**src/inc/vcb_pkg.sv**
```systemverilog
/*
  vcb_pkg: offsets, field positions, codes and timing constants of the
  configuration register bank.
  assumes a 10 MHz system clock and a backplane bus sampled on that clock.
*/
package vcb_pkg;
  // clock and power-on initialisation time
  localparam int unsigned CLK_PERIOD_NS = 100;
  localparam int unsigned INIT_TIME_NS  = 10000;
  localparam int unsigned INIT_CYCLES   = (INIT_TIME_NS + CLK_PERIOD_NS - 1) / CLK_PERIOD_NS;
  localparam int unsigned INIT_CNT_W    = 8;
  // strap is through both sync stages by this count
  localparam int unsigned LA_CAPTURE_CNT = 2;

  // address modifiers: short (a16) and standard (a24) data access
  localparam logic [5:0] AM_A16_USER  = 6'h29;
  localparam logic [5:0] AM_A16_SUPER = 6'h2d;
  localparam logic [5:0] AM_A24_USER  = 6'h39;
  localparam logic [5:0] AM_A24_SUPER = 6'h3d;

  // a16 base: logical address shifted left six, ored with c000
  localparam logic [1:0] A16_BASE_TOP = 2'h3;
  localparam int unsigned LA_SHIFT    = 6;

  // a16 register byte offsets
  localparam logic [5:0] OFS_IDENT   = 6'h00;
  localparam logic [5:0] OFS_DEVTYPE = 6'h02;
  localparam logic [5:0] OFS_STATCTL = 6'h04;
  localparam logic [5:0] OFS_A24OFS  = 6'h06;
  localparam logic [5:0] OFS_MODCTL  = 6'h3e;

  // identification register fields
  localparam logic [1:0] CLASS_REGISTER = 2'h3;
  localparam logic [1:0] SPACE_A16_A24  = 2'h0;
  localparam logic [3:0] REQMEM_A24_64K = 4'h7;

  // status / control bit positions
  localparam int unsigned SC_A24_EN   = 15;
  localparam int unsigned SC_MODID    = 14;
  localparam int unsigned SC_READY    = 3;
  localparam int unsigned SC_PASSED   = 2;
  localparam int unsigned SC_SYSF_INH = 1;
  localparam int unsigned SC_SOFT_RST = 0;
  localparam logic [9:0]  SC_UNUSED   = 10'h3ff;

  // module control bit positions and reset values
  localparam int unsigned MC_READBACK = 1;
  localparam int unsigned MC_COIL_DIS = 0;
  localparam logic [1:0]  MC_RESET    = 2'h0;
  localparam logic [15:0] A24OFS_RESET = 16'h0000;

  // a24 window: offset bits 15..8 give a24 address bits 23..16
  localparam int unsigned A24_BASE_BITS = 8;
  localparam logic        MTX_BLOCK_A15 = 1'b1;

  typedef enum logic [1:0] {
    VCB_IDLE     = 2'b00,
    VCB_MTX_WAIT = 2'b01,
    VCB_ACK      = 2'b10,
    VCB_IGNORE   = 2'b11
  } vcb_state_type;
endpackage

```
**src/verilog/vcb_bank.sv**
```systemverilog
/*
  vcb_bank: a16 configuration register bank of a register-based switch
  module, with a24 window decode toward the relay register block.
  assumes a vme-style slave cycle on backplane pins (strobe held until
  acknowledged), a logical-address strap and a modid line.
*/
// Overview of operation
// [RULE1] a24 base from offset bits 15..8
// [RULE2] a24 decode, matrix block at offset 8000
// [RULE3] only five of thirty-two a16 slots answer
// [RULE4] every a16 register is a sixteen-bit word
// [RULE5] id bits 15..14 read register-based class 11
// [RULE6] id bits 13..12 read a16/a24 code 00
// [RULE7] id bits 11..0 fixed maker code
// [RULE8] write to offset 00 sets logical address
// [RULE9] device type bits 15..12 read 7
// [RULE10] device type bits 11..0 fixed model code
// [RULE11] host never writes device type register
// [RULE12] status bit 15 shows a24 enabled
// [RULE13] status bit 14 high when modid unselected
// [RULE14] status bit 3 high after initialisation
// [RULE15] status bit 2 always reads one
// [RULE16] status bits 1..0 echo control bits
// [RULE17] status reads fffc, bits 13..4 ones
// [RULE18] control bit 15 enables a24 registers
// [RULE19] host always writes sysfail inhibit zero
// [RULE20] control bit 0 holds device in reset
// [RULE21] offset register readable, written by manager
// [RULE22] only device-dependent slot 3e implemented
// [RULE23] a16 base is c000 or la shifted six
// [RULE24] a16 sixteen-bit only, a24 sixteen or thirty-two
// [RULE25] 3e bit1 readback select, bit0 coil disable
// [RULE26] unused a16 offsets ignore writes, reads harmless
`timescale 1ns/1ps
module vcb_bank
  import vcb_pkg::*;
#(
  parameter logic [11:0] MAKER_ID   = 12'h5a5, // arbitrary value
  parameter logic [11:0] MODEL_CODE = 12'h123  // arbitrary value
) (
  input  wire logic        sys_clk,
  input  wire logic        resetn,
  input  wire logic [7:0]  la_switch,
  input  wire logic        modid,
  input  wire logic        ds_n,
  input  wire logic        write_n,
  input  wire logic        lword_n,
  input  wire logic [5:0]  am,
  input  wire logic [23:1] addr,
  input  wire logic [31:0] data_in,
  output logic      [31:0] data_out,
  output logic             data_oe,
  output logic             dtack_n,
  output logic             berr_n,
  output logic             mtx_sel,
  output logic             mtx_write,
  output logic             mtx_lword,
  output logic      [14:1] mtx_addr,
  output logic      [31:0] mtx_wdata,
  input  wire logic [31:0] mtx_rdata,
  output logic             dev_reset,
  output logic             readback_sel,
  output logic             coil_disable
);
  localparam int unsigned SYNC_W = 73;

  typedef struct packed {
    vcb_state_type         st;
    logic                  la_loaded;
    logic [7:0]            la;
    logic                  a24_en;
    logic                  sysfail_inh;
    logic                  soft_rst;
    logic [15:0]           a24_ofs;
    logic [1:0]            mod_ctrl;
    logic [INIT_CNT_W-1:0] init_cnt;
    logic                  ready;
    logic                  ds_prev;
    logic                  mtx_is_write;
    logic [31:0]           data_out;
    logic                  data_oe;
    logic                  dtack_n;
    logic                  berr_n;
    logic                  mtx_sel;
    logic                  mtx_write;
    logic                  mtx_lword;
    logic [14:1]           mtx_addr;
    logic [31:0]           mtx_wdata;
    logic                  dev_reset;
  } vcb_regs_type;

  vcb_regs_type r;
  vcb_regs_type next_r;

  logic [SYNC_W-1:0] sync_raw;
  logic [SYNC_W-1:0] sync_q;
  logic [SYNC_W-1:0] sync_idle;
  logic              s_ds_n;
  logic              s_write_n;
  logic              s_lword_n;
  logic [5:0]        s_am;
  logic [23:1]       s_addr;
  logic [31:0]       s_data;
  logic              s_modid;
  logic [7:0]        s_la;

  // every backplane level passes two flops before decode
  assign sync_raw  = {ds_n, write_n, lword_n, am, addr, data_in, modid, la_switch};
  assign sync_idle = {3'h7, {(SYNC_W - 3){1'b0}}};

  vcb_sync #(
    .WIDTH (SYNC_W)
  ) u_sync (
    .sys_clk     (sys_clk),
    .resetn      (resetn),
    .async_in    (sync_raw),
    .reset_value (sync_idle),
    .sync_out    (sync_q)
  );

  assign {s_ds_n, s_write_n, s_lword_n, s_am, s_addr, s_data, s_modid, s_la} = sync_q;

  logic        strobe_start;
  logic        is_a16;
  logic        is_a24;
  logic        a16_hit;
  logic        a24_hit;
  logic [5:0]  a16_ofs;
  logic        slot_impl;
  logic [15:0] word_rd;
  logic [15:0] wr16;

  always_comb begin
    next_r       = r;
    // strobe qualified by sync stage two and its own history
    strobe_start = !s_ds_n && r.ds_prev;
    is_a16       = (s_am == AM_A16_USER) || (s_am == AM_A16_SUPER);
    is_a24       = (s_am == AM_A24_USER) || (s_am == AM_A24_SUPER);
    a16_ofs      = {s_addr[5:1], 1'b0};
    wr16         = s_data[15:0];
    // c000 or la << 6
    a16_hit      = is_a16 && r.la_loaded && (s_addr[15:14] == A16_BASE_TOP)
                   && (s_addr[13:LA_SHIFT] == r.la); // [RULE23]
    // only base bits 23..16 compared, lower base bits are zero
    a24_hit      = is_a24 && r.a24_en
                   && (s_addr[23:16] == r.a24_ofs[15:16-A24_BASE_BITS]); // [RULE1]
    slot_impl    = (a16_ofs == OFS_IDENT) || (a16_ofs == OFS_DEVTYPE) || (a16_ofs == OFS_STATCTL)
                   || (a16_ofs == OFS_A24OFS) || (a16_ofs == OFS_MODCTL); // [RULE3] [RULE22]

    word_rd = 16'h0000;
    case (a16_ofs)
      OFS_IDENT: begin
        word_rd = {CLASS_REGISTER, SPACE_A16_A24, MAKER_ID}; // [RULE5] [RULE6] [RULE7]
      end
      OFS_DEVTYPE: begin
        word_rd = {REQMEM_A24_64K, MODEL_CODE}; // [RULE9] [RULE10]
      end
      OFS_STATCTL: begin
        word_rd[SC_A24_EN]   = r.a24_en; // [RULE12]
        word_rd[SC_MODID]    = !s_modid; // [RULE13]
        word_rd[13:4]        = SC_UNUSED; // [RULE17]
        word_rd[SC_READY]    = r.ready; // [RULE14]
        word_rd[SC_PASSED]   = 1'b1; // [RULE15]
        word_rd[SC_SYSF_INH] = r.sysfail_inh; // [RULE16]
        word_rd[SC_SOFT_RST] = r.soft_rst; // [RULE16]
      end
      OFS_A24OFS: begin
        word_rd = r.a24_ofs; // [RULE21]
      end
      OFS_MODCTL: begin
        word_rd = {14'h0000, r.mod_ctrl}; // [RULE25]
      end
      default: begin
        word_rd = 16'h0000;
      end
    endcase

    // strap caught once, after it has crossed both sync stages
    if (!r.la_loaded && (r.init_cnt == INIT_CNT_W'(LA_CAPTURE_CNT))) begin
      next_r.la        = s_la;
      next_r.la_loaded = 1'b1;
    end

    // init sequence restarts while soft reset is held
    if (r.soft_rst) begin
      next_r.init_cnt = '0;
      next_r.ready    = 1'b0;
    end else if (!r.ready) begin
      if (r.init_cnt == INIT_CNT_W'(INIT_CYCLES - 1)) begin
        next_r.ready = 1'b1; // [RULE14]
      end else begin
        next_r.init_cnt = r.init_cnt + INIT_CNT_W'(1);
      end
    end

    next_r.ds_prev = s_ds_n;
    next_r.mtx_sel = 1'b0;

    case (r.st)
      VCB_IDLE: begin
        if (strobe_start && a16_hit) begin
          if (!s_lword_n) begin
            next_r.berr_n = 1'b0; // [RULE24]
            next_r.st     = VCB_ACK;
          end else if (!slot_impl) begin
            // nothing answers here; the master times out
            next_r.st = VCB_IGNORE; // [RULE26]
          end else begin
            next_r.dtack_n = 1'b0;
            next_r.st      = VCB_ACK;
            if (s_write_n) begin
              next_r.data_out = {16'h0000, word_rd}; // [RULE4]
              next_r.data_oe  = 1'b1;
            end else begin
              case (a16_ofs)
                OFS_IDENT: begin
                  next_r.la = wr16[7:0]; // [RULE8]
                end
                OFS_STATCTL: begin
                  next_r.a24_en      = wr16[SC_A24_EN]; // [RULE18]
                  next_r.sysfail_inh = wr16[SC_SYSF_INH];
                  next_r.soft_rst    = wr16[SC_SOFT_RST]; // [RULE20]
                end
                OFS_A24OFS: begin
                  next_r.a24_ofs = wr16; // [RULE21]
                end
                OFS_MODCTL: begin
                  if (!r.soft_rst) begin
                    next_r.mod_ctrl = wr16[1:0]; // [RULE25]
                  end
                end
                default: begin
                  // device type write accepted and dropped
                  next_r.la = r.la; // [RULE11]
                end
              endcase
            end
          end
        end else if (strobe_start && a24_hit && (s_addr[15] == MTX_BLOCK_A15)) begin
          next_r.mtx_sel      = 1'b1; // [RULE2]
          next_r.mtx_write    = !s_write_n;
          next_r.mtx_is_write = !s_write_n;
          next_r.mtx_lword    = !s_lword_n; // [RULE24]
          next_r.mtx_addr     = s_addr[14:1];
          next_r.mtx_wdata    = s_data;
          next_r.st           = VCB_MTX_WAIT;
        end else if (strobe_start) begin
          next_r.st = VCB_IGNORE;
        end
      end
      VCB_MTX_WAIT: begin
        next_r.dtack_n = 1'b0;
        next_r.st      = VCB_ACK;
        if (!r.mtx_is_write) begin
          next_r.data_out = mtx_rdata;
          next_r.data_oe  = 1'b1;
        end
      end
      VCB_ACK, VCB_IGNORE: begin
        if (s_ds_n) begin
          next_r.dtack_n  = 1'b1;
          next_r.berr_n   = 1'b1;
          next_r.data_oe  = 1'b0;
          next_r.data_out = 32'h0000_0000;
          next_r.st       = VCB_IDLE;
        end
      end
      default: begin
        next_r.st = VCB_IDLE;
      end
    endcase

    // soft reset holds the operational side at power-on values
    if (next_r.soft_rst) begin
      next_r.mod_ctrl = MC_RESET; // [RULE20]
    end
    next_r.dev_reset = next_r.soft_rst; // [RULE20]
  end

  always_ff @(posedge sys_clk) begin
    if (!resetn) begin
      r              <= '0;
      r.st           <= VCB_IDLE;
      r.a24_ofs      <= A24OFS_RESET;
      r.mod_ctrl     <= MC_RESET;
      r.ds_prev      <= 1'b1;
      r.dtack_n      <= 1'b1;
      r.berr_n       <= 1'b1;
    end else begin
      r <= next_r;
    end
  end

  assign data_out     = r.data_out;
  assign data_oe      = r.data_oe;
  assign dtack_n      = r.dtack_n;
  assign berr_n       = r.berr_n;
  assign mtx_sel      = r.mtx_sel;
  assign mtx_write    = r.mtx_write;
  assign mtx_lword    = r.mtx_lword;
  assign mtx_addr     = r.mtx_addr;
  assign mtx_wdata    = r.mtx_wdata;
  assign dev_reset    = r.dev_reset;
  assign readback_sel = r.mod_ctrl[MC_READBACK];
  assign coil_disable = r.mod_ctrl[MC_COIL_DIS];
endmodule

```
**src/verilog/vcb_sync.sv**
```systemverilog
/*
  vcb_sync: two flip-flop synchroniser for a bus of backplane levels.
  assumes grouped bits are stable around their qualifying strobe.
*/
`timescale 1ns/1ps
module vcb_sync #(
  parameter int unsigned WIDTH = 1
) (
  input  wire logic             sys_clk,
  input  wire logic             resetn,
  input  wire logic [WIDTH-1:0] async_in,
  input  wire logic [WIDTH-1:0] reset_value,
  output logic      [WIDTH-1:0] sync_out
);
  typedef struct packed {
    logic [WIDTH-1:0] meta;
    logic [WIDTH-1:0] q;
  } vcb_sync_type;

  vcb_sync_type r;
  vcb_sync_type next_r;

  // first stage feeds only the second
  always_comb begin
    next_r      = r;
    next_r.meta = async_in;
    next_r.q    = r.meta;
  end

  // idle levels at reset, so no false strobe edge after release
  always_ff @(posedge sys_clk) begin
    if (!resetn) begin
      r.meta <= reset_value;
      r.q    <= reset_value;
    end else begin
      r <= next_r;
    end
  end

  assign sync_out = r.q;
endmodule

```
**config.mk**
```make
export PLATFORM = sky130hd
export DESIGN_NAME = vcb_bank
export DESIGN_NICKNAME = d
export VERILOG_FILES = /design/src/inc/vcb_pkg.sv /design/src/verilog/vcb_bank.sv /design/src/verilog/vcb_sync.sv
export SDC_FILE = /design/constraint.sdc
export NUM_CORES = 1
export LEC_CHECK = 0
export ABC_AREA = 1
export BUFFER_PORTS_ARGS = -buffer_cell sky130_fd_sc_hd__buf_2
export CORE_MARGIN = 2
export CORE_UTILIZATION = 56
export CTS_CLUSTER_DIAMETER = 30
export DETAILED_ROUTE_END_ITERATION = 12
export GPL_TIMING_DRIVEN = 0
export PLACE_DENSITY = 0.79
export SETUP_SLACK_MARGIN = 0.3
export SYNTH_ARGS = -nofsm -noshare
export SYNTH_HDL_FRONTEND = slang
export SYNTH_HIERARCHICAL = 1
export SYNTH_SLANG_ARGS = --single-unit
```
**constraint.sdc**
```tcl
create_clock -name sys_clk -period 1.7 [get_ports sys_clk]
set_input_delay 0.085 -clock sys_clk [delete_from_list [all_inputs] [get_ports sys_clk]]
set_output_delay 0.085 -clock sys_clk [all_outputs]
set_load 0.02 [all_outputs]
```
### Word-level counts from Yosys, hierarchy flattened

Index checks and enable logic that the tools add are counted.

* logic and storage cells: 124
* output and inout port bits: 87
* input port bits: 107
* bits in registers: 272

* reductions and logical operators: 38
* eq/ne operators: 25
* muxes and demuxes: 31
* bitwise operators: 7
* add/sub/neg operators: 1

Operator list (number)
* 29-bit 2-to-1 mux: 5
* 34-bit one-hot mux with 3 select lines: 1
* 16-bit one-hot mux with 5 select lines: 1
* 35-bit 2-to-1 mux: 2
* 34-bit 2-to-1 mux: 2
* 33-bit 2-to-1 mux: 2
* 49-bit 2-to-1 mux: 1
* 6-bit equality test (second input constant): 4
* 6-bit AND reduction: 3
* 8-bit equality test: 2
* 16-bit 2-to-1 mux: 1
* 8-bit one-hot mux with 2 select lines: 1
* 2-bit 2-to-1 mux: 6
* 5-bit by 2-bit equality test with 1-bit output (second input constant): 2
* 1-bit logical AND: 10
* 8-bit by 1-bit adder with 8-bit output (second input constant): 1
* 8-bit by 2-bit equality test with 1-bit output (second input constant): 1
* 8-bit by 7-bit equality test with 1-bit output (second input constant): 1
* 8-bit 2-to-1 mux: 1
* 2-bit inequality test (second input constant): 4
* 4-bit AND reduction: 2
* 7-bit by 6-bit inequality test with 1-bit output (second input constant): 1
* 1-bit inverter: 7
* 7-bit AND reduction: 1
* other kinds (19): 40

### Depth between registers and ports, before layout

Gate-level depths: netlist (run 1).

* word-level depth: 10
* depth in mapped cells: 14
* gate-level depth less buffers: 12

### Cells and area by module

Netlist (run 1), hierarchy kept.

Modules (own cells, without submodules)
* vcb_bank: area an instance 7026.7 um^2, cells an instance 1114, instances 1, seq. area each 2522.4 um^2
* vcb_sync: area an instance 4565.6 um^2, cells an instance 535, instances 1, seq. area each 2922.8 um^2

### Worst setup path before layout (run 1)

OpenSTA, ideal clock, no wires.

* kind: flip-flop to flip-flop
* from: reg r[126] (netlist bit)
* to: reg r, in the netlist mtx_addr[1]
* library setup time: 0.113 ns
* arrival: 1.498 ns
* period minus slack after synthesis: 1.611 ns
* cell stages (with the launch flop): 11
* data required time: 1.587 ns
* buffers on the path: 2
* path slack: 0.089 ns
* path through: dfxtp_1 -> nor2_4 -> inv_2 -> nor2_1 -> nand4_1 -> nor3_2 -> buf_2 -> buf_4 -> nand3b_1 -> nand2_1 -> nor2_1

* cells in the longest elaborated chain, start to end: 2

Ends and longest elaborated chain
* start: declaration: line vcb_bank.sv:92 `vcb_regs_type r;`
* start signal: assignment: line vcb_bank.sv:290 `r <= next_r;`
* 2-bit zero test: line vcb_bank.sv:199 `case (r.st)`
* 3-bit AND reduction (no line)

No other way between the ends.
A chain may end at the register's enable or synchronous reset.

### Worst setup path after layout (run 1)

* from: reg r[126] (netlist bit)
* to: reg r, in the netlist mtx_wdata[8]

Same word-level chain as after synthesis.

==> results of run 1 <==
==> sequential cells by signal, summed over array words and instances, names as in the netlist, 14 cells and up <==
name	count
u_sync/next_r	72
r	39
u_sync/sync_out	72
data_out	32
mtx_wdata	32
mtx_addr	14
==> cell type report <==
type                       instances  area [um^2]  share of cell area
antenna                            1        2.502           0.0001405
multi-input combinational       1161         5814              0.3265
buffer                           144         1251             0.07025
sequential                       270         5461              0.3067
inverter                         137        548.0             0.03077
tap                              270        337.8             0.01897
clock buffer                      68         1470             0.08255
timing repair buffer             350         2646              0.1486
clock inverter                    20        277.8             0.01560
==> metal layers <==
layer	vias to the layer above	wire [um]	global-route usage
li1	5827	-	-
met1	5997	16410	0.4163
met2	981	21620	0.6021
met3	303	4691	0.05988
met4	2	3314	0.1529
met5	-	12	0
==> worst min-delay path: stages <==
cell and delay (ps):
buf_2 160, buf_6 190, nand2_1 70, nand2_1 40
==> worst paths after layout <==
path	from	cells after the start	to	slack (ps)
worst max-delay path	r[126]	11	mtx_wdata[8]	-330
worst min-delay path	resetn	4	u_sync/next_r[70]	60
worst max register to register	r[126]	11	mtx_wdata[8]	-330
worst min register to register	u_sync/next_r[72]	2	u_sync/sync_out[72]	420
==> power by group through the flow <==
stage	registers, mW	clock network (mW)	logic (mW)
detailed placement	7.20	0	2.44
global route	7.18	10.6	3.78
finish	7.16	10.3	3.55
CTS	7.10	10.2	2.86
global placement	7.18	0	2.40
floorplan	7.13	0	1.78
==> what timing repair did <==
item / 4_1_cts / 5_1_grt
buffers inserted: 22 / 19
resized for setup: 119 / 255
setup endpoints to repair: 125 / 124
hold buffers: 104 / 0
gates cloned: 8 / 5
pin swaps: 32 / 88
hold endpoints to repair: 104 / 0
==> through the flow <==
| stage | utilization | power (mW) | setup TNS, ps | cell area (um^2) |
|---|---|---|---|---|
| global placement | 0.6547 | 9.589 | -21260 | 13250 |
| finish | 0.8802 | 21.00 | -24180 | 17810 |
| floorplan | - | 8.911 | 0 | 11950 |
| detailed placement | 0.6547 | 9.644 | -21730 | 13250 |
| CTS | 0.8217 | 20.12 | -3076 | 16630 |
| global route | 0.8802 | 21.54 | -29480 | 17810 |
==> key figures, run 1 <==
Power
  – Clock network fraction of design power: 0.490
  – Peak VDD IR: around 0.00099 V
  – Switching Fraction: 0.2777
  – Reg power frac: 0.341
  – Internal Dissipation: 15.17 mW
  – Static Leak: between 9 and 10 nW
  – Net Sw Power: a little under 6 mW
  – Share of total power in combinational logic: 0.169
  – Pwr dens: around 1200 nW/um^2

Layout
  – Final cell count without fillers: around 2400
  – Most common cell after layout, fill and taps aside: nand2_1
  – Layout area overhead: 54.42%
  – Layout cells sized above 1: 0.3437
  – Nets: approximately 2200
  – Fillers: about 940
  – Commonest non-fill, non-tap cells in the layout: nand2_1 (551), dfxtp_1 (239), buf_2 (195)

Floorplanning
  – Cell Rows: 52
  – Core area: between 20000 and 25000 um^2
  – Die Wd: around 150 um
  – I/O pins: 194
  – Die H: ~150 um
  – Initial Util: 0.5700
  – Die ar.: 21760 um^2

Clocking
  – Max clock buf depth: 3
  – Clock Sinks: 270
  – Root buf cell: clkbuf_16
  – H-tree levels: 2
  – Total CTS buffers: 49
  – Clock Pin Slew Worst Setup and Hold Paths: ~60 ps
  – Worst skew pair latency: roughly 560 ps
  – CTS tree: done

Detailed routing
  – Via density: roughly 5.4
  – Initial detailed-routing violation count: 1464
  – Drt total wl: around 46000 um
  – Via count: 13110
  – Router iterations before antenna repair: 6
  – Drc violations: 0
  – Antenna Nets Post-Route: 0
  – Wire per inst: roughly 19 um

Status
  – Outcome: complete, but fails checks
  – Failing checks: setup timing

Min path
  – Hold crit path type: input pin to register

Logic synthesis
  – Syn avg cell area: between 7 and 8 um^2
  – Synth Instances: ~1600
  – Mapped Area: 11530 um^2
  – Yosys warnings: 6

Placed design
  – Input/output buffers: ~190
  – Placed insts: 2174
  – RD Place Congestion: between 0.9 and 1
  – DP Worst Slack: -326.2 ps
  – DPL Wire Length: approximately 23000 um

Global route
  – First-pass GRT wire length: around 59000 um
  – Initial antenna violation count: 2
  – Vias in the first global route: around 12000
  – GRT Resource Usage Total: 0.3445
  – Largest net degree at the start of global routing: 13
  – Grt ovf: 0

Timing
  – Crit path time final: 2031 ps
  – RSZ-0062 raised after global routing: true
  – Min setup slack post-route: -331.1 ps
  – Final Hold Fails: 0
  – Final Cycle Share: 1.195
  – Slew margin rel.: 0.4198
  – Worst Clk Skew: slightly below 30 ps
  – Pins Over Slew Limit: 0
  – Min Hold Slack: between 60 and 70 ps
  – Maximum achievable frequency: 0.4923 GHz
  – Worst slew pin tran: between 800 and 900 ps
  – Final Setup Violations: 115

Critical path
  – Critical path's slowest cell: dfxtp_1
  – Critical Path Sink Type: register
  – Most common cell type on the critical path: buf_8
  – WP buf/inv: 4
  – CP top delay family: simple AND/OR/NAND/NOR gates
  – CP max stage delay: roughly 370 ps
  – Arrival @ worst endpoint: around 2500 ps
  – Worst EP required: ~2200 ps
  – Startpoint Class: register
  – Cells along the critical path: nor2_4 > inv_4 > nor2_2 > nand4_1 > nor3_4 > buf_12 > buf_8 > buf_8 > nand3_4 > nand2_2 > nor2_1
  – CP Max Fanout: 8
  – WS Path Type: register to register

Flow run
  – Max_cap viols: 0
Power figures use the tool's default switching activity.
==> run 2, diff against run 1 <==
CORE_UTILIZATION = 51   (was 56)
PLACE_DENSITY = 0.76   (was 0.79)
clock period = 1.76 ns   (was 1.7 ns; I/O delays follow)
==> run 2 against run 1 <==
The flow still finishes with violations (setup timing); via count shrank 12%; total power shrank 12%; first-iteration DRC count shrank 34%; non-clock buffer count down 15; count of clock-buffer cells in the layout fell by 14.
==> key figures, run 2 (synthesis results as in run 1) <==
Status
  – Outcome: complete, but fails checks
  – Failing checks: setup timing

Critical path
  – Most common cell type on the critical path: nand2_1
  – R2R cell count: 14
  – Critical Path Sink Type: register
  – CP Max Fanout: 9
  – CP max stage delay: between 300 and 400 ps
  – Critical path's slowest cell: dfxtp_4
  – Arrival @ worst endpoint: about 2300 ps
  – Cells along the critical path: inv_4 > nand2_2 > nand2_1 > nor2_1 > nand2_1 > nor2_4 > nand2_2 > nand2_4 > nand4_4 > buf_8 > buf_12 > nand2_1 > nand2_1 > nor2_1
  – CP top delay family: simple AND/OR/NAND/NOR gates
  – Reg-to-reg startpoint: r[119]
  – Worst EP required: 2210 ps
  – FF-to-FF End: data_out[11]
  – Number of stages on the worst setup path: 14
  – Startpoint Class: register
  – Reg-to-reg slack, setup: -100 ps
  – WS Path Type: register to register
  – CP startpoint: r[119]
  – WP buf/inv: 3
  – Worst Setup EP: data_out[11]

Detailed routing
  – Router iterations before antenna repair: 5
  – Initial detailed-routing violation count: 971
  – Antenna Nets Post-Route: 0
  – Drt total wl: 35090 um
  – Drc violations: 0
  – Wire per inst: around 15 um
  – Via count: ~12000
  – Via density: just under 5

Timing
  – Worst Clk Skew: approximately 19 ps
  – Final Cycle Share: 1.059
  – Final Setup Violations: between 50 and 60
  – TNS Setup: -1869 ps
  – Crit path time final: roughly 1900 ps
  – Pins Over Slew Limit: 0
  – RSZ-0062 raised after global routing: true
  – Min setup slack post-route: -103.7 ps
  – Slew margin rel.: 0.4876
  – Worst slew pin tran: roughly 770 ps
  – Maximum achievable frequency: between 0.5 and 0.6 GHz
  – Final Hold Fails: 0

Global route
  – Initial antenna violation count: 0
  – First-pass GRT wire length: around 53000 um
  – Vias in the first global route: between 10000 and 15000
  – Largest net degree at the start of global routing: 14
  – GRT Resource Usage Total: 0.2793
  – Grt ovf: 0

Clocking
  – H-tree levels: 2
  – Clock Pin Slew Worst Setup and Hold Paths: around 50 ps
  – Worst skew pair latency: around 530 ps
  – CTS tree: done
  – Root buf cell: clkbuf_16
  – Max clock buf depth: 3
  – Total CTS buffers: between 40 and 50
  – Clock Sinks: 270

Floorplanning
  – Die ar.: roughly 24000 um^2
  – Die Wd: around 150 um
  – Core area: roughly 22000 um^2
  – Cell Rows: 55
  – Die H: roughly 150 um
  – Initial Util: 0.5141
  – I/O pins: 194

Layout
  – Ant. Diodes: 0
  – Nets: roughly 2200
  – Layout area overhead: 46.89%
  – Commonest non-fill, non-tap cells in the layout: nand2_1 (584), dfxtp_1 (239), nor2_1 (211)
  – Layout cells sized above 1: 0.2975
  – Most common cell after layout, fill and taps aside: nand2_1
  – Fillers: roughly 1600
  – Final cell count without fillers: roughly 2400

Power
  – Reg power frac: 0.372
  – Net Sw Power: 5.099 mW
  – Clock network fraction of design power: 0.466
  – Peak VDD IR: ~0.00093 V
  – Share of total power in combinational logic: 0.162
  – Internal Dissipation: 13.32 mW
  – Switching Fraction: 0.2767
  – Static Leak: just under 9 nW
  – Pwr dens: ~1100 nW/um^2

Flow run
  – Max_cap viols: 0

Placed design
  – Placed insts: around 2200
  – RD Place Congestion: slightly above 0.9
  – DPL Wire Length: 22560 um
  – Input/output buffers: 192

Min path
  – Hold crit path type: input pin to register
[run 2: cell count changes in the layout (fill, tap and decap cells not counted), moves of 8 or more]
cell      delta
nor2_1      +17
o21ai_2     -10
a21oi_1      +8
clkinv_4     +8
nand2_2     -25
o21ai_0     +14
nand3_1     +10
nor2_2      -19
buf_6       -12
nand2_1     +33
[run 2: worst min-delay path by stage]
| stage | start | end | cells past startpoint |
|---|---|---|---|
| 2_1_floorplan | am[5] | u_sync/next_r[69] | 2 |
| 3_3_place_gp | am[5] | u_sync/next_r[69] | 3 |
| 6_report | mtx_rdata[3] | data_out[3] | 4 |
| 3_5_place_dp | addr[13] | u_sync/next_r[53] | 3 |
| 4_1_cts | mtx_rdata[3] | data_out[3] | 4 |
| 5_1_grt | mtx_rdata[3] | data_out[3] | 4 |
[run 2: power groups by stage]
stage | registers [mW] | clock network [mW] | logic (mW)
after floorplan | 6.89 | 0 | 1.70
after global placement | 6.94 | 0 | 2.30
after detailed placement | 6.95 | 0 | 2.33
after CTS | 6.84 | 8.62 | 2.70
after global routing | 6.90 | 8.94 | 3.27
final | 6.86 | 8.58 | 2.98
[run 2: worst min-delay path, stage by stage]
cell    delay (ps)
buf_2          100
a22o_1         190
nor2_4          60
nor2_1          80
[run 2: area by class of cell]
type / instances / area [um^2] / share of cell area
Timing Repair Buffer: 335 / 2406 / 0.1420
Clock inverter: 27 / 285.3 / 0.01684
Multi-Input combinational cell: 1161 / 5414 / 0.3196
Inverter: 137 / 536.8 / 0.03168
Sequential cell: 270 / 5466 / 0.3227
Tap cell: 285 / 356.6 / 0.02105
Clock buffer: 54 / 1220 / 0.07201
Buffer: 144 / 1256 / 0.07415
[run 2: stage by stage]
step / util / total power, mW / hold slack, ps / setup WS [ps] / instance area, um^2
2_1_floorplan: - / 8.592 / 195.3 / 186.0 / 11940
3_3_place_gp: 0.5907 / 9.233 / 283.3 / -269.3 / 13250
3_5_place_dp: 0.5907 / 9.280 / 285.1 / -310.6 / 13250
4_1_cts: 0.7300 / 18.16 / 13.69 / 7.277 / 16380
5_1_grt: 0.7552 / 19.10 / 40.14 / -173.0 / 16940
6_report: 0.7552 / 18.42 / 35.29 / -103.7 / 16940
[run 2: timing repair]
action	4_1_cts	5_1_grt
pin swaps	40	48
setup endpoints to repair	121	122
gates cloned	5	3
hold endpoints to repair	103	0
hold buffers	103	0
resized for setup	123	133
setup buffers	22	10
[run 2: layer usage]
metal | routed length (um) | global-route usage | share of wire | vias to the layer above
met5 | 0 | 0 | 0 | -
met4 | 1345 | 0.1071 | 0.038 | 0
met3 | 2718 | 0.04819 | 0.077 | 103
met2 | 16570 | 0.4779 | 0.47 | 508
met1 | 14460 | 0.3541 | 0.41 | 5206
li1 | - | - | - | 5783
==> run 3, diff against run 2 <==
CORE_ASPECT_RATIO = 0.6   (was not set)
==> run 3 against run 2 <==
The run ends with hold timing, setup timing left; clock skew up 1.1 ps; sequential share of layout area down 1.3 points; cell count rose by 1.4%; design area is 4.0% higher; register-to-register slack got worse by 80 ps; non-clock buffer count grew 20; hold slack got worse by 47 ps; die area up 0.17%; critical path type unchanged.
==> key figures, run 3 (synthesis results as in run 1) <==
Status
  – Outcome: complete, but fails checks
  – Failing checks: hold timing, setup timing

Layout
  – Fillers: ~1400
  – Layout cells sized above 1: 0.3305
  – Ant. Diodes: 0
  – FF+latch area: 5464 um^2
  – Nets: 2218
  – Final cell count without fillers: ~2400
  – Commonest non-fill, non-tap cells in the layout: nand2_1 (572), dfxtp_1 (239), buf_2 (195)
  – Layout area overhead: 52.81%
  – Fin area: between 15000 and 20000 um^2
  – Footprint of the multi-input gates: approximately 5700 um^2
  – Most common cell after layout, fill and taps aside: nand2_1
  – Core Util, Final: 0.7966

Detailed routing
  – Drt total wl: a little over 40000 um
  – Router iterations before antenna repair: 6
  – Wire per inst: between 15 and 20 um
  – Drc violations: 0
  – Via count: 12300
  – Antenna Nets Post-Route: 0
  – Via density: 5.028
  – Initial detailed-routing violation count: 1119

Clocking
  – Total CTS buffers: 39
  – Root buf cell: clkbuf_16
  – H-tree levels: 2
  – CTS tree: done
  – Clock Pin Slew Worst Setup and Hold Paths: roughly 50 ps
  – Clock Sinks: between 200 and 300
  – Max clock buf depth: 3
  – Worst skew pair latency: about 530 ps

Critical path
  – WS Path Type: register to register
  – Worst EP required: roughly 2200 ps
  – FF-to-FF End: data_out[11]
  – CP Max Fanout: 10
  – Reg-to-reg slack, setup: -180 ps
  – Critical Path Sink Type: register
  – Arrival @ worst endpoint: roughly 2400 ps
  – Startpoint Class: register
  – R2R cell count: 9
  – Reg-to-reg startpoint: r[127]

Timing
  – Maximum achievable frequency: 0.5147 GHz
  – Crit path time final: around 1900 ps
  – Pins Over Slew Limit: 0
  – Min Hold Slack: -11.76 ps
  – Final Hold Fails: 1
  – Final Setup Violations: 84
  – Worst Clk Skew: ~20 ps
  – Slew margin rel.: 0.4799
  – Worst slew pin tran: roughly 780 ps
  – Final Cycle Share: 1.104
  – RSZ-0062 raised after global routing: true
  – Min setup slack post-route: -182.8 ps

Placed design
  – Placed insts: about 2200
  – Placed cell area: around 13000 um^2
  – DP Worst Slack: -366.5 ps
  – DPL Wire Length: approximately 24000 um
  – Input/output buffers: roughly 190
  – RD Place Congestion: 0.9129

Global route
  – First-pass GRT wire length: ~57000 um
  – Vias in the first global route: between 10000 and 15000
  – Grt ovf: 0
  – Largest net degree at the start of global routing: 14
  – GRT Resource Usage Total: 0.3094
  – Initial antenna violation count: 0

Power
  – Clock network fraction of design power: 0.465
  – Pwr dens: approximately 1100 nW/um^2
  – Share of total power in combinational logic: 0.170
  – Peak VDD IR: 0.0006789 V
  – Net Sw Power: 5.185 mW
  – Static Leak: ~8.9 nW
  – Internal Dissipation: about 14 mW
  – Reg power frac: 0.365
  – Switching Fraction: 0.2755

Floorplanning
  – Die H: ~120 um
  – Cell Rows: 42
  – Die ar.: ~24000 um^2
  – Initial Util: 0.5213
  – Core area: around 22000 um^2
  – I/O pins: roughly 190
  – Die Wd: 198.1 um

Flow run
  – Max_cap viols: 0

Min path
  – Hold crit path type: input pin to register
  – Hold Startpoint: mtx_rdata[16]
  – Hold path cells: 5
  – Hold Path End: data_out[16]
==> run 3: layer usage <==
layer | vias to the layer above | wire length (um) | track usage
li1 | 5825 | - | -
met1 | 5565 | 17130 | 0.4214
met2 | 739 | 17420 | 0.4757
met3 | 174 | 4349 | 0.07782
met4 | 0 | 1598 | 0.1133
met5 | - | 0 | 0
==> run 3: power groups by stage <==
stage	Clock, mW	Sequential [mW]	Combinational, mW
after floorplan	0	6.89	1.70
after global placement	0	6.94	2.32
after detailed placement	0	6.95	2.36
after CTS	8.75	6.83	2.80
after global routing	9.10	6.89	3.45
final	8.76	6.86	3.20
==> run 3: worst max-delay path, stage by stage, from the launching register on <==
cell and delay (ps):
dfxtp_2 350, inv_1 130, nand2_1 130, buf_2 230
inv_1 180, clkbuf_1 390, nand2_1 120, o21ai_0 170
nor2_2 80, nor2_1 100
==> run 3: layout make-up <==
class,instances,share of cell area
inverter,137,0.03117
sequential,270,0.3100
tap,308,0.02187
clock buffer,45,0.06013
timing repair inverter,1,0.0004969
timing repair buffer,355,0.1560
buffer,144,0.07334
clock inverter,26,0.02364
multi-input combinational,1161,0.3233
==> run 3: worst max path at each step <==
stage                                   start           end  slack, ps
after floorplan                        r[127]  mtx_wdata[0]        190
after global placement                 r[109]  mtx_addr[12]       -340
after detailed placement               r[109]   mtx_addr[2]       -370
after CTS                 u_sync/sync_out[72]        r[111]        -60
after global routing                   r[127]  data_out[11]       -250
final                                  r[127]  data_out[11]       -180
==> run 3: timing repair <==
item,CTS,global route
endpoints found under the hold margin,101,0
hold buffers,101,0
pin swaps,43,58
endpoints found under the setup margin,123,122
setup buffers,32,14
gates resized for setup,203,166
gates cloned,14,3
==> run 3: per-stage QoR <==
step           hold slack (ps)  setup TNS (ps)  total power [mW]
2_1_floorplan            195.3               0             8.592
3_3_place_gp             282.2          -18360             9.258
3_5_place_dp             284.7          -21110             9.314
4_1_cts                  7.282           -1237             18.39
5_1_grt                  21.72          -13040             19.44
6_report                -11.76           -4828             18.82
